--- src/core/dcmp_pkg.sv ---
// Operation
// - Two independent 36-bit mail registers exist, one carrying words from port A to port B and one from port B to port A, apart from the FIFO.
// - A high mail select on a port steers that port's transfer to its mail register, a low one steers a port A write or a port B read to the FIFO.
// - A port A clock rise with a selected write and high mail select captures the port A data bus into the A-to-B mail register.
// - A port B clock rise with a selected write and high mail select captures the port B data bus into the B-to-A mail register.
// - An accepted write drives that register's mail flag low to show new mail for the opposite port.
// - While a mail flag is low, further writes to that register are ignored and the stored word is kept.
// - Enabled port B outputs show the FIFO output word when port B mail select is low and the A-to-B mail register when high.
// - Enabled port A outputs always show the B-to-A mail register, whatever the mail select.
// - A port B clock rise with a selected read and high mail select sets the A-to-B mail flag high.
// - A port A clock rise with a selected read and high mail select sets the B-to-A mail flag high.
// - Reading a mail register never changes it; only an accepted write does.
package dcmp_pkg;
   localparam int          DATA_WIDTH    = 36;
   localparam int          SYNC_STAGES   = 3;
   localparam logic [35:0] MAIL_RESET    = 36'h0_0000_0000;
   localparam logic        FLAG_N_RESET  = 1'b1;   // no mail waiting
   // level of the direction pin that selects a write on each port
   localparam logic        A_WRITE_LEVEL = 1'b1;
   localparam logic        B_WRITE_LEVEL = 1'b0;
endpackage : dcmp_pkg

--- src/core/dcmp_port_if.sv ---
`timescale 1ns/1ps
interface dcmp_port_if;
   logic        mailWrite;   // one-cycle pulse
   logic        mailRead;    // one-cycle pulse
   logic        fifoWrite;   // one-cycle pulse
   logic        fifoRead;    // one-cycle pulse
   logic        mailSelect;  // level, synchronised
   logic        outActive;   // level, synchronised
   logic [35:0] dataWord;    // synchronised data bus

   modport sync (output mailWrite, mailRead, fifoWrite, fifoRead, mailSelect, outActive,
                 dataWord);
   modport core (input mailWrite, mailRead, fifoWrite, fifoRead, mailSelect, outActive,
                 dataWord);
endinterface : dcmp_port_if

--- src/core/dcmp_port_sync.sv ---
`timescale 1ns/1ps
module dcmp_port_sync #(
   parameter logic WRITE_LEVEL = 1'b1
) (
   input  wire logic        sys_clk,
   input  wire logic        rst_n,
   input  wire logic        portClock,
   input  wire logic        chipSelectN,
   input  wire logic        writeNotRead,
   input  wire logic        transferEnable,
   input  wire logic        mailSelect,
   input  wire logic [35:0] dataIn,
   dcmp_port_if.sync        port
);
   localparam int W = 4 + dcmp_pkg::DATA_WIDTH;
   // chains wake up showing an idle port (clock low, chip select off), so the
   // output enable cannot flicker high in the first cycles after reset
   localparam logic [W:0] CHAIN_IDLE = {2'b01, {(W-1){1'b0}}};

   logic         clkState;

   // three-stage chain; stage 0 feeds only stage 1
   logic [W:0] chain0;
   logic [W:0] chain1;
   logic [W:0] chain2;
   wire  [W:0] pinBundle = {portClock, chipSelectN, writeNotRead, transferEnable, mailSelect,
                            dataIn};

   always_ff @(posedge sys_clk or negedge rst_n) begin
      if (!rst_n) begin
         chain0 <= CHAIN_IDLE;
         chain1 <= CHAIN_IDLE;
         chain2 <= CHAIN_IDLE;
      end else begin
         chain0 <= pinBundle;
         chain1 <= chain0;
         chain2 <= chain1;
      end
   end

   // a clock change counts once stages one and two agree
   wire clkAgree = (chain1[W] == chain2[W]);
   wire clkRise  = clkAgree & chain2[W] & ~clkState;

   always_ff @(posedge sys_clk or negedge rst_n) begin
      if (!rst_n) clkState <= 1'b0;
      else if (clkAgree) clkState <= chain2[W];
   end

   // controls sampled alongside the clock, so setup at the pin carries over
   wire csN   = chain2[W-1];
   wire dir   = chain2[W-2];
   wire en    = chain2[W-3];
   wire mbSel = chain2[W-4];
   wire isWr  = ~csN & en & (dir == WRITE_LEVEL);
   wire isRd  = ~csN & en & (dir != WRITE_LEVEL);

   // mail select steers each transfer to mailbox or FIFO
   assign port.mailWrite  = clkRise & isWr & mbSel;
   assign port.mailRead   = clkRise & isRd & mbSel;
   assign port.fifoWrite  = clkRise & isWr & ~mbSel;
   assign port.fifoRead   = clkRise & isRd & ~mbSel;
   assign port.mailSelect = mbSel;
   assign port.outActive  = ~csN & (dir != WRITE_LEVEL);
   assign port.dataWord   = chain2[dcmp_pkg::DATA_WIDTH-1:0];
endmodule : dcmp_port_sync

--- src/core/dcmp_mailbox.sv ---
`timescale 1ns/1ps
module dcmp_mailbox (
   input  wire logic        sys_clk,
   input  wire logic        rst_n,
   input  wire logic        portAClock,
   input  wire logic        portAChipSelectN,
   input  wire logic        portAWriteNotRead,
   input  wire logic        portATransferEnable,
   input  wire logic        portAMailSelect,
   input  wire logic [35:0] portADataIn,
   output logic      [35:0] portADataOut,
   output logic             portADataOe,
   input  wire logic        portBClock,
   input  wire logic        portBChipSelectN,
   input  wire logic        portBWriteNotRead,
   input  wire logic        portBTransferEnable,
   input  wire logic        portBMailSelect,
   input  wire logic [35:0] portBDataIn,
   output logic      [35:0] portBDataOut,
   output logic             portBDataOe,
   input  wire logic [35:0] fifoOutputWord,
   output logic             fifoWriteStrobe,
   output logic      [35:0] fifoWriteWord,
   output logic             fifoReadStrobe,
   output logic             aToBMailFlagN,
   output logic             bToAMailFlagN
);
   dcmp_port_if portA ();
   dcmp_port_if portB ();

   logic [35:0] aToBMailReg;
   logic [35:0] bToAMailReg;

   dcmp_port_sync #(.WRITE_LEVEL(dcmp_pkg::A_WRITE_LEVEL)) syncA (
      .sys_clk        (sys_clk),
      .rst_n          (rst_n),
      .portClock      (portAClock),
      .chipSelectN    (portAChipSelectN),
      .writeNotRead   (portAWriteNotRead),
      .transferEnable (portATransferEnable),
      .mailSelect     (portAMailSelect),
      .dataIn         (portADataIn),
      .port           (portA)
   );

   dcmp_port_sync #(.WRITE_LEVEL(dcmp_pkg::B_WRITE_LEVEL)) syncB (
      .sys_clk        (sys_clk),
      .rst_n          (rst_n),
      .portClock      (portBClock),
      .chipSelectN    (portBChipSelectN),
      .writeNotRead   (portBWriteNotRead),
      .transferEnable (portBTransferEnable),
      .mailSelect     (portBMailSelect),
      .dataIn         (portBDataIn),
      .port           (portB)
   );

   // a write is taken only while the flag shows the box empty
   wire acceptAWrite = portA.mailWrite & aToBMailFlagN;
   wire acceptBWrite = portB.mailWrite & bToAMailFlagN;

   // an accepted write beats a same-cycle read, so new mail is never lost
   wire next_aToBFlagN = acceptAWrite ? 1'b0 : (portB.mailRead ? 1'b1 : aToBMailFlagN);
   wire next_bToAFlagN = acceptBWrite ? 1'b0 : (portA.mailRead ? 1'b1 : bToAMailFlagN);

   // mail registers change only on accepted writes, never on reads
   always_ff @(posedge sys_clk or negedge rst_n) begin
      if (!rst_n) begin
         aToBMailReg <= dcmp_pkg::MAIL_RESET;
         bToAMailReg <= dcmp_pkg::MAIL_RESET;
      end else begin
         if (acceptAWrite) aToBMailReg <= portA.dataWord;
         if (acceptBWrite) bToAMailReg <= portB.dataWord;
      end
   end

   // write drives flag low, opposite read sets it high
   always_ff @(posedge sys_clk or negedge rst_n) begin
      if (!rst_n) begin
         aToBMailFlagN <= dcmp_pkg::FLAG_N_RESET;
         bToAMailFlagN <= dcmp_pkg::FLAG_N_RESET;
      end else begin
         aToBMailFlagN <= next_aToBFlagN;
         bToAMailFlagN <= next_bToAFlagN;
      end
   end

   // port B shows FIFO or mail by select; port A always mail
   wire [35:0] next_portBData = portB.mailSelect ? aToBMailReg : fifoOutputWord;

   always_ff @(posedge sys_clk or negedge rst_n) begin
      if (!rst_n) begin
         portADataOut <= dcmp_pkg::MAIL_RESET;
         portADataOe  <= 1'b0;
         portBDataOut <= dcmp_pkg::MAIL_RESET;
         portBDataOe  <= 1'b0;
      end else begin
         portADataOut <= bToAMailReg;
         portADataOe  <= portA.outActive;
         portBDataOut <= next_portBData;
         portBDataOe  <= portB.outActive;
      end
   end

   // port A FIFO writes and port B FIFO reads pass on as strobes for the array logic
   always_ff @(posedge sys_clk or negedge rst_n) begin
      if (!rst_n) begin
         fifoWriteStrobe <= 1'b0;
         fifoWriteWord   <= dcmp_pkg::MAIL_RESET;
         fifoReadStrobe  <= 1'b0;
      end else begin
         fifoWriteStrobe <= portA.fifoWrite;
         fifoWriteWord   <= portA.dataWord;
         fifoReadStrobe  <= portB.fifoRead;
      end
   end
endmodule : dcmp_mailbox

--- config.mk ---
export PLATFORM = sky130hd
export DESIGN_NAME = dcmp_mailbox
export DESIGN_NICKNAME = d
export VERILOG_FILES = /design/src/core/dcmp_pkg.sv /design/src/core/dcmp_port_if.sv /design/src/core/dcmp_port_sync.sv /design/src/core/dcmp_mailbox.sv
export SDC_FILE = /design/constraint.sdc
export NUM_CORES = 1
export LEC_CHECK = 0
export BUFFER_PORTS_ARGS = -buffer_cell sky130_fd_sc_hd__buf_2
export CORE_ASPECT_RATIO = 1.4
export CORE_MARGIN = 5
export CORE_UTILIZATION = 55
export DETAILED_ROUTE_END_ITERATION = 7
export GPL_ROUTABILITY_DRIVEN = 0
export HOLD_SLACK_MARGIN = 0.03
export PLACE_DENSITY = 0.83
export SYNTH_ARGS = -nofsm -noshare
export SYNTH_HDL_FRONTEND = slang
export SYNTH_HIERARCHICAL = 1
export SYNTH_SLANG_ARGS = --single-unit
--- constraint.sdc ---
create_clock -name sys_clk -period 2.5 [get_ports sys_clk]
set_clock_uncertainty 0.2 [all_clocks]
set_input_delay 0.25 -clock sys_clk [delete_from_list [all_inputs] [get_ports sys_clk]]
set_output_delay 0.25 -clock sys_clk [all_outputs]
set_load 0.02 [all_outputs]
# ---- Word level (Yosys, flattened, before mapping)
# Cells that the tools add are included.
dict set report totals {
  regBits 434
  inputBits 120
  output_inout_bits 114
  elab_cells 60
}
dict set report classes {
  n_eq_ne 2
  mux 5
  n_bitwise 32
  n_reduce_logical 2
}
# op count
set ops {}
lappend ops {{36-bit 2-to-1 mux} 1}
lappend ops {{1-bit AND} 24}
lappend ops {{1-bit inverter} 8}
lappend ops {{1-bit 2-to-1 mux} 4}
lappend ops {{2-bit nonzero test} 2}
lappend ops {{1-bit == test} 2}

# ---- Depth between registers and ports, before layout
# Gate-level depths: netlist of run 1.
dict set report logic_depth {
  ltp_word 7
  mapped_depth 6
  depth_no_buf 5
}

# ---- Modules after synthesis
# The synthesis of run 1 kept the hierarchy.
# mod n_inst cells_per_inst area_per_inst_um2 seq_area_each_um2
set modules_own_cells {}
lappend modules_own_cells {dcmp_mailbox 1 310 6296.0 4657.0}
lappend modules_own_cells {{dcmp_port_sync at syncB} 1 169 3474.6 3106.7}
lappend modules_own_cells {{dcmp_port_sync at syncA} 1 169 3469.6 3106.7}

# ---- Least setup slack after synthesis of run 1
# Ideal clock, no wire load.
dict set report synth_timing {
  kind {flip-flop to flip-flop}
  start {reg syncB.chain1[40]}
  end {reg bToAMailReg[10]}
  setup_time_ns 0.125
  t_arrival_ns 1.539
  t_required_ns 2.175
  slack_ns 0.636
  path_stages_with_launch 7
  synth_period_minus_slack_ns 1.864
  path_cell_list {dfrtp_1 ha_1 nand4bb_4 nor3b_2 nand2_4 buf_12 mux2_4}
}
dict set report synth_via {
  elab_chain_cells 6
}
# item line
set synth_lines {}
lappend synth_lines {{from (decl)} dcmp_port_sync.sv:24} ;# logic [W:0] chain1;
lappend synth_lines {{from (signal assigned)} dcmp_port_sync.sv:36} ;# chain1 <= chain0;
lappend synth_lines {{1-bit == test} dcmp_port_sync.sv:42} ;# wire clkAgree = (chain1[W] == chain2[W]);
lappend synth_lines {{1-bit AND (2 in a row)} dcmp_port_sync.sv:43} ;# wire clkRise = clkAgree & chain2[W] & ~clkState;
lappend synth_lines {{1-bit AND (2 in a row)} dcmp_port_sync.sv:59} ;# assign port.mailWrite = clkRise & isWr & mbSel;
lappend synth_lines {{net portB.mailWrite} dcmp_port_if.sv:3} ;# logic mailWrite;
lappend synth_lines {{1-bit AND} dcmp_mailbox.sv:60} ;# wire acceptBWrite = portB.mailWrite & bToAMailFlagN;
lappend synth_lines {{to (signal assigned)} dcmp_mailbox.sv:70} ;# bToAMailReg <= dcmp_pkg::MAIL_RESET;
lappend synth_lines {{to (signal assigned)} dcmp_mailbox.sv:73} ;# if (acceptBWrite) bToAMailReg <= portB.dataWord;
lappend synth_lines {{to (decl)} dcmp_mailbox.sv:32} ;# logic [35:0] bToAMailReg;
# The timed path passes the listed nets, and every way through them passes these cells.
# A chain may end at the register's enable or synchronous reset.

# ---- Final worst setup path of run 1
dict set report layout_timing {
  start {reg syncB.chain1[40]}
  end {reg bToAMailReg[22]}
}
# The elaborated chain is that of the path after synthesis.

==> reports/results.ini, run 1 <==
[clock_tree]
clockBufferDepth=3
cts-root-buf=clkbuf_16
cts_sinks=434
clkTransAtPathRegs_ns=0.07
cts_tree=yes
cts_resized=0
numCtsBuffers=39
clock_latency_ns=0.51
htreeDepth=2

[grt]
grt_max_degree=75
antenna_found_initial=4
grt_pass1_wl_mm=40.4
grt_pass1_vias=7133
overflow=0
grt_util_all_layers_pct=19.2

[power_and_ir_drop]
pwr-share-clk_pct=40.8
combPwrFrac_pct=6.4
p_seq_share_pct=52.8
leakage_uw=0.00848
power_density_nw_per_um2=858
power_switching_uw=3090
swShare_pct=21.5
p_int_uw=11300
ir_worst_vdd_v=0.000681

[floorplanning]
die_w_um=141
die_h_um=194
num_rows=67
die_area_um2=27300
ios=234
coreArea_um2=23800
initial_core_util_pct=55.6

[routing]
first_pass_iters=4
ant_nets=0
detail_route.vias_per_cell=4.71
wl_per_cell_um=19.4
vias=6169
initialDrtViolationCount=254
drc=0
drt_wl_total_mm=25.4

[place]
port_buffers=233
dp_hpwl_mm=14.3
post-place-ws_ns=0.280

[yosys]
yosys_warnings=6
syn-num-nets=768
avgSynthCellArea_um2=20.5
synthCells=646
netlist_area_um2=13200

[sta]
finalWorstSetupSlack_ns=0.247
rsz0062_at_grt=false
drv_slew=0
hold_viol_final=0
slew-limit-headroom_pct=53.4
tns_ns=0
fmax_mhz=444
fin_hold_ws_ns=0.0882
finalCritPeriodShare_pct=90.1
post-route-min-period_ns=2.25
setup_viol=0
tightest_slew_ns=0.699

[critical_path]
cp.required_ns=2.68
crit_path_start=syncB/chain1[40]$_DFF_PN0_
r2r_end=bToAMailReg[22]$_DFFE_PN0P_
criticalPathCategory=flip-flop to flip-flop
regToRegSetupSlack_ns=0.25
end_kind=flip-flop
r2r_start=syncB/chain1[40]$_DFF_PN0_
crit_end=bToAMailReg[22]$_DFFE_PN0P_
crit_path_start_kind=flip-flop
cp_max_fo=36
worstRegToRegCells=5
cp.arrival_ns=2.43

[layout]
fin_nets=1091
final_util_pct=70.4
drive_gt1_share_pct=43.8
fill_cells=1477
syn_to_final_growth_pct=26.6

[run]
maxCapViolations=0

[status]
status=finished, final reports clean

[min_path]
hold_class=input port to async pin

critical path, stage by stage, from the launching register on:
cell and delay (ns):
dfrtp_1 0.35, ha_1 0.20, nand4bb_4 0.14, nor3b_2 0.31, nand2_4 0.41, mux2_4 0.47
registers in the layout, indices dropped and copies added (netlist names), 36 cells and up:
name and flops:
portBDataOut 36, portADataOut 36, aToBMailReg 36, syncB/chain2 41, syncA/chain2 41, syncB/chain1 41, syncA/chain1 41, fifoWriteWord 36
syncA/chain0 41, syncB/chain0 41, bToAMailReg 36
final cells by class:
class | count | area [µm²] | share of cell area, %
sequential | 434 | 10900 | 64.9
timing repair buffer | 364 | 2530 | 15.1
multi-input combinational | 128 | 1660 | 9.93
clock buffer | 53 | 1140 | 6.81
tap | 310 | 388 | 2.32
clock inverter | 15 | 136 | 0.814
antenna | 4 | 10.0 | 0.0598
inverter | 2 | 7.51 | 0.0448
worst min path at each step:
stage,endpoint,slack (ns),cells after the start
6_report,syncA/chain0[11]$_DFF_PN0_,0.09,2
5_1_grt,syncA/chain0[11]$_DFF_PN0_,0.15,2
4_1_cts,syncA/chain0[11]$_DFF_PN0_,0.10,2
3_5_place_dp,syncA/chain0[11]$_DFF_PN0_,0.06,1
3_3_place_gp,syncA/chain0[11]$_DFF_PN0_,0.05,1
2_1_floorplan,aToBMailReg[0]$_DFFE_PN0P_,-0.25,0
metal layers:
metal	global-route usage, %	part of all wire [%]	vias up
li1	-	-	2688
met1	22.6	36	3209
met2	33.0	54	208
met3	5.63	6.3	64
met4	7.86	3.8	0
met5	0	0	-
what timing repair did:
action                                  CTS  global route
hold endpoints to repair                448             0
setup buffers                             0             0
endpoints found under the setup margin    0             0
hold buffers                            119             0
power by group through the flow:
| stage | Combinational (µW) | Sequential (µW) | Clock [µW] |
|---|---|---|---|
| after global placement | 742 | 7690 | 0 |
| after global routing | 997 | 7630 | 6310 |
| after floorplan | 274 | 7820 | 0 |
| after CTS | 922 | 7590 | 6000 |
| after detailed placement | 766 | 7710 | 0 |
| final | 919 | 7590 | 5860 |
layout by cell type, fill, tap and decap left out:
| master | instances |
|---|---|
| inv_1 | 2 |
| dfstp_2 | 8 |
| nor2_1 | 3 |
| nand2_1 | 2 |
| mux2i_1 | 2 |
| clkbuf_1 | 5 |
| mux2_4 | 60 |
| inv_8 | 1 |
| buf_8 | 1 |
| clkinv_2 | 10 |
| clkbuf_8 | 7 |
| dfrtp_2 | 1 |
| clkbuf_16 | 41 |
| dfrtp_1 | 425 |
| buf_4 | 6 |
| diode_2 | 4 |
| ha_1 | 2 |
| nor3b_2 | 4 |
| nand2_4 | 2 |
| clkinvlp_4 | 2 |
| mux2_2 | 50 |
| bufinv_16 | 2 |
| buf_12 | 6 |
| and2b_2 | 1 |
| buf_2 | 232 |
| dlygate4sd3_1 | 119 |
| nand4bb_4 | 2 |
per-stage QoR:
| step | total power, µW | cells | cell area [µm²] |
|---|---|---|---|
| global placement | 8430 | 1119 | 14300 |
| finish | 14400 | 1310 | 16800 |
| CTS | 14500 | 1306 | 16700 |
| detailed placement | 8480 | 1119 | 14300 |
| floorplan | 8090 | 646 | 13200 |
| global route | 14900 | 1310 | 16800 |
Note: power is estimated with default switching activity, not from simulation.
==> run 2, diff against run 1 <==
- CORE_UTILIZATION: 55 -> 40
- PLACE_DENSITY: 0.83 -> 0.64
- SLEW_MARGIN: unset -> 40
==> run 2 against run 1 <==
Compared with the run above: first-iteration DRC count fell by 6.3%; sequential power about the same; via count down 3.0%; combinational power is 0.8% lower; clock-buffer cell count rose by 10; sequential cell count did not move; die area increased by 35%; sequential share of layout area fell by 1.2 points; clock power increased by 6.7%; critical path type unchanged; critical endpoint is now bToAMailReg[20]$_DFFE_PN0P_; highest routed layer unchanged.
==> reports/results.ini, run 2 (same netlist as run 1, synthesis figures left out) <==
[grt]
grt_util_met3_pct=3.48  ; -2.2 points
antenna_found_initial=6  ; +2
grt_pass1_vias=6763  ; -5.2%
overflow=0  ; unchanged
grt_max_degree=89  ; +19%
grtUsageMet2_pct=21.2  ; -12 points
grtUsageMet1_pct=15.5  ; -7.1 points
busiest_layer=met2
grt_pass1_wl_mm=36.8  ; -8.8%
grt_util_all_layers_pct=12.9  ; -6.3 points

[power_and_ir_drop]
power_density_nw_per_um2=863  ; +0.60%
leakage_uw=0.00854  ; +0.75%
ir_worst_vdd_v=0.000715  ; +4.9%

[sta]
hold_viol_final=0  ; unchanged
tightest_slew_ns=0.694  ; -0.00465 ns
finalCritPeriodShare_pct=88.9  ; -1.2 points
tns_ns=0  ; unchanged
setup_viol=0  ; unchanged
post-route-min-period_ns=2.22  ; -0.0304 ns
slew-limit-headroom_pct=53.7  ; +0.31 points
fmax_mhz=450  ; +1.4%
drv_slew=0  ; unchanged
rsz0062_at_grt=false

[routing]
ant_nets=0  ; unchanged
initialDrtViolationCount=238  ; -6.3%
first_pass_iters=4  ; unchanged
detail_route.vias_per_cell=4.13  ; -12%
vias=5987  ; -3.0%
drc=0  ; unchanged
drt_wl_total_mm=23.2  ; -8.6%
wl_per_cell_um=16.0  ; -17%

[clock_tree]
numCtsBuffers=41  ; +5.1%
cts_tree=yes
cts-root-buf=clkbuf_16
htreeDepth=2  ; unchanged
clock_latency_ns=0.52  ; about the same
cts_sinks=434  ; unchanged
clockBufferDepth=3  ; unchanged
cts_resized=0  ; unchanged
clkTransAtPathRegs_ns=0.06  ; about the same

[critical_path]
cp_max_fo=36  ; unchanged
criticalPathCategory=flip-flop to flip-flop
cp.arrival_ns=2.42  ; about the same
crit_path_start_kind=flip-flop
cp.required_ns=2.70  ; +0.02 ns
end_kind=flip-flop

[floorplanning]
die_area_um2=36900  ; +35%
ios=234  ; unchanged
num_rows=78  ; +16%
coreArea_um2=32600  ; +37%
die_w_um=164  ; +16%
initial_core_util_pct=40.6  ; -15 points
die_h_um=225  ; +16%

[status]
status=finished, final reports clean

[layout]
multiInputGateArea_um2=1660  ; unchanged
final_cell_mix=dfrtp_1, buf_2, dlygate4sd3_1
syn_to_final_growth_pct=29.1
ff_latch_area_um2=10900  ; unchanged
fill_cells=2612  ; +77%
final_common_cell=dfrtp_1
drive_gt1_share_pct=43.5  ; -0.31 points
fin_nets=1095  ; +0.37%
final_util_pct=52.4  ; -18 points

[place]
port_buffers=233  ; unchanged
dp_hpwl_mm=14.2  ; -0.12%

[min_path]
hold_class=input port to async pin

[run]
maxCapViolations=0  ; unchanged

## run 2: cell types whose count changed in the layout (fill, tap and decap cells not counted), moves of 2 or more
cell / change
buf_12: +3
diode_2: +2
clkbuf_8: +3
bufinv_16: +2
clkinv_4: +2
inv_6: +2
clkinv_2: -9
clkinvlp_4: -2
clkbuf_1: +7
## run 2: repair_timing
action | CTS | global route
hold buffers | 120 | 0
setup endpoints to repair | 0 | 0
setup buffers | 0 | 0
endpoints found under the hold margin | 482 | 0
## run 2: power by group
group	leakage (µW)	switching, µW	internal [µW]
clock network	0.000675	2490	3760
logic	0.00253	463	450
registers	0.00533	152	7430
## run 2: routing by layer
layer	wire length (µm)	vias to the layer above	part of all wire (%)
li1	-	2702	-
met1	9020	3025	39
met2	11600	189	50
met3	1410	71	6.1
met4	1190	0	5.1
met5	0	-	0
## run 2: path summary, 6_finish.rpt
kind	start	end	slack, ns	cells after the start
worst max-delay path	syncB/chain1[40]$_DFF_PN0_	bToAMailReg[20]$_DFFE_PN0P_	0.28	5
worst min-delay path	rst_n	syncB/chain2[36]$_DFF_PN0_	0.11	3
worst max register to register	syncB/chain1[40]$_DFF_PN0_	bToAMailReg[20]$_DFFE_PN0P_	0.28	5
worst min register to register	syncA/chain0[36]$_DFF_PN0_	syncA/chain1[36]$_DFF_PN0_	0.14	0
max in group asynchronous	rst_n	syncB/chain1[29]$_DFF_PN0_	1.36	4
min in group sys_clk	syncA/chain0[36]$_DFF_PN0_	syncA/chain1[36]$_DFF_PN0_	0.14	0
## run 2: cell type report
cell class / instances / share of cell area (%)
clock inverters: 10 / 1.00
multi-input cells: 128 / 9.75
inverters: 2 / 0.0440
diodes: 6 / 0.0879
flip-flops and latches: 434 / 63.7
well taps: 440 / 3.22
repair buffers: 366 / 15.1
clock buffers: 63 / 7.08
## run 2: critical path, stage by stage, from the launching register on
cell and delay (ns):
dfrtp_1 0.35, ha_1 0.21, nand4bb_4 0.14, nor3b_2 0.31
nand2_4 0.40, mux2_4 0.44
## run 2: through the flow
| step | cells | power [µW] | setup WS, ns | cell area, µm² | hold slack, ns |
|---|---|---|---|---|---|
| floorplan | 646 | 8090 | 0.646 | 13200 | -0.246 |
| global placement | 1250 | 8460 | 0.305 | 14500 | -0.0621 |
| detailed placement | 1250 | 8480 | 0.259 | 14500 | -0.0586 |
| CTS | 1443 | 15000 | 0.239 | 17100 | 0.0871 |
| global route | 1446 | 15400 | 0.162 | 17100 | 0.115 |
| finish | 1449 | 14700 | 0.277 | 17100 | 0.109 |
==> run 3, diff against run 2 <==
- CORE_MARGIN: 5 -> 1
==> run 3 against run 2 <==
Compared with the run above: sequential power about the same; non-clock buffer count up 2; combinational power down 2%; die area down 8.3%; sequential share of layout area down 0.079 points; cell area up 0.12%; worst hold slack better by 0.0056 ns; clock power up 2%; critical path depth up 1; critical endpoint is now bToAMailReg[17]$_DFFE_PN0P_; first-iteration DRC count down 18%; utilization up 0.22 points.
==> reports/results.ini, run 3 (same netlist as run 1, synthesis figures left out) <==
[floorplanning]
die_w_um=156  ; -4.9%
ios=234  ; unchanged
die_area_um2=33800  ; -8.3%
initial_core_util_pct=40.7  ; +0.12 points
die_h_um=217  ; -3.6%
coreArea_um2=32500  ; -0.30%
num_rows=78  ; unchanged

[grt]
grt_pass1_vias=6681  ; -1.2%
grt_util_all_layers_pct=13.7  ; +0.84 points
antenna_found_initial=0  ; -6
overflow=0  ; unchanged
grt_max_degree=72  ; -19%
grt_pass1_wl_mm=35.4  ; -3.8%

[layout]
final_common_cell=dfrtp_1
fill_cells=2604  ; -0.31%
syn_to_final_growth_pct=29.2
fin_nets=1098  ; +0.27%
final_cell_mix=dfrtp_1, buf_2, dlygate4sd3_1
drive_gt1_share_pct=44.1  ; +0.62 points
diodes=0  ; -6

[sta]
finalWorstSetupSlack_ns=0.377  ; +0.0996 ns
fin_hold_ws_ns=0.115  ; +0.00561 ns
tightest_slew_ns=0.624  ; -0.0702 ns
post-route-min-period_ns=2.12  ; -0.0996 ns
drv_slew=0  ; unchanged
tns_ns=0  ; unchanged
rsz0062_at_grt=false
slew-limit-headroom_pct=58.4  ; +4.7 points
setup_viol=0  ; unchanged
fmax_mhz=471  ; +4.7%
finalCritPeriodShare_pct=84.9  ; -4.0 points
hold_viol_final=0  ; unchanged

[clock_tree]
clock_latency_ns=0.54  ; +0.02 ns
cts-root-buf=clkbuf_16
numCtsBuffers=42  ; +2.4%
post-cts-setup-buffers=0  ; unchanged
cts_tree=yes
clockBufferDepth=3  ; unchanged
cts_resized=0  ; unchanged
cts_sinks=434  ; unchanged
clkTransAtPathRegs_ns=0.06  ; about the same
htreeDepth=2  ; unchanged

[place]
port_buffers=233  ; unchanged
post-place-ws_ns=0.370  ; +0.111 ns
dp_hpwl_mm=13.4  ; -6.1%

[routing]
initialDrtViolationCount=195  ; -18%
vias=5930  ; -0.95%
detail_route.vias_per_cell=4.10  ; -0.82%
ant_nets=0  ; unchanged
drc=0  ; unchanged
wl_per_cell_um=15.2  ; -4.9%
first_pass_iters=4  ; unchanged
drt_wl_total_mm=22.0  ; -5.1%

[critical_path]
crit_path_start_kind=flip-flop
cp.arrival_ns=2.33  ; -0.09 ns
criticalPathCategory=flip-flop to flip-flop
cp.required_ns=2.71  ; about the same
cp_max_fo=22  ; -39%
end_kind=flip-flop

[min_path]
hold_class=input port to async pin

[run]
maxCapViolations=0  ; unchanged

[power_and_ir_drop]
power_density_nw_per_um2=869  ; +0.64%
leakage_uw=0.00856  ; +0.27%
ir_worst_vdd_v=0.000513  ; -28%

[status]
status=finished, final reports clean

==> run 3: per-layer routing <==
metal	GRT usage [%]	vias to the layer above	wire, µm
met1	17.0	3011	9190
met4	6.76	0	791
met3	3.13	53	1100
met2	22.7	172	10900
met5	0	-	0
li1	-	2694	-
==> run 3: worst paths after layout <==
kind / start / depth (start not counted) / slack, ns / to
min reg2reg: syncB/chain1[4]$_DFF_PN0_ / 0 / 0.14 / syncB/chain2[4]$_DFF_PN0_
max reg2reg: syncB/chain1[40]$_DFF_PN0_ / 6 / 0.38 / bToAMailReg[17]$_DFFE_PN0P_
max: syncB/chain1[40]$_DFF_PN0_ / 6 / 0.38 / bToAMailReg[17]$_DFFE_PN0P_
max in group asynchronous: rst_n / 3 / 1.27 / aToBMailReg[6]$_DFFE_PN0P_
min: rst_n / 2 / 0.11 / syncA/chain0[23]$_DFF_PN0_
min in group sys_clk: syncB/chain1[4]$_DFF_PN0_ / 0 / 0.14 / syncB/chain2[4]$_DFF_PN0_
==> run 3: critical path, cell delays in order (launching register included) <==
cell and delay, ns:
dfrtp_1 0.36, ha_1 0.20, nand4bb_4 0.14, nor3b_2 0.29
nand2_4 0.23, buf_12 0.25, mux2_4 0.31
==> run 3: metrics by stage <==
stage / total power, µW / cell area, µm² / instances / util (%)
after floorplan: 8090 / 13200 / 646 / -
after CTS: 15100 / 17100 / 1447 / 52.6
final: 14900 / 17100 / 1447 / 52.6
after global placement: 8440 / 14500 / 1253 / 44.5
after global routing: 15500 / 17100 / 1447 / 52.6
after detailed placement: 8470 / 14500 / 1253 / 44.5
==> run 3: final cells by class <==
class | count | area (µm²) | area share (%)
repair buffers | 368 | 2570 | 15.1
clock inverters | 17 | 224 | 1.31
multi-input cells | 128 | 1660 | 9.73
inverters | 2 | 7.51 | 0.0439
well taps | 440 | 551 | 3.22
clock buffers | 58 | 1200 | 7.03
flip-flops and latches | 434 | 10900 | 63.6
==> run 3: timing repair <==
item / in CTS / in global routing
hold endpoints to repair: 521 / 0
hold buffers: 119 / 0
endpoints found under the setup margin: 0 / 0
==> run 3: report_power, final <==
group          internal (µW)  switching (µW)  total [µW]
Sequential              7430             149        7580
Combinational            444             452         896
Clock                   3800            2580        6380
Total                  11700            3180       14900
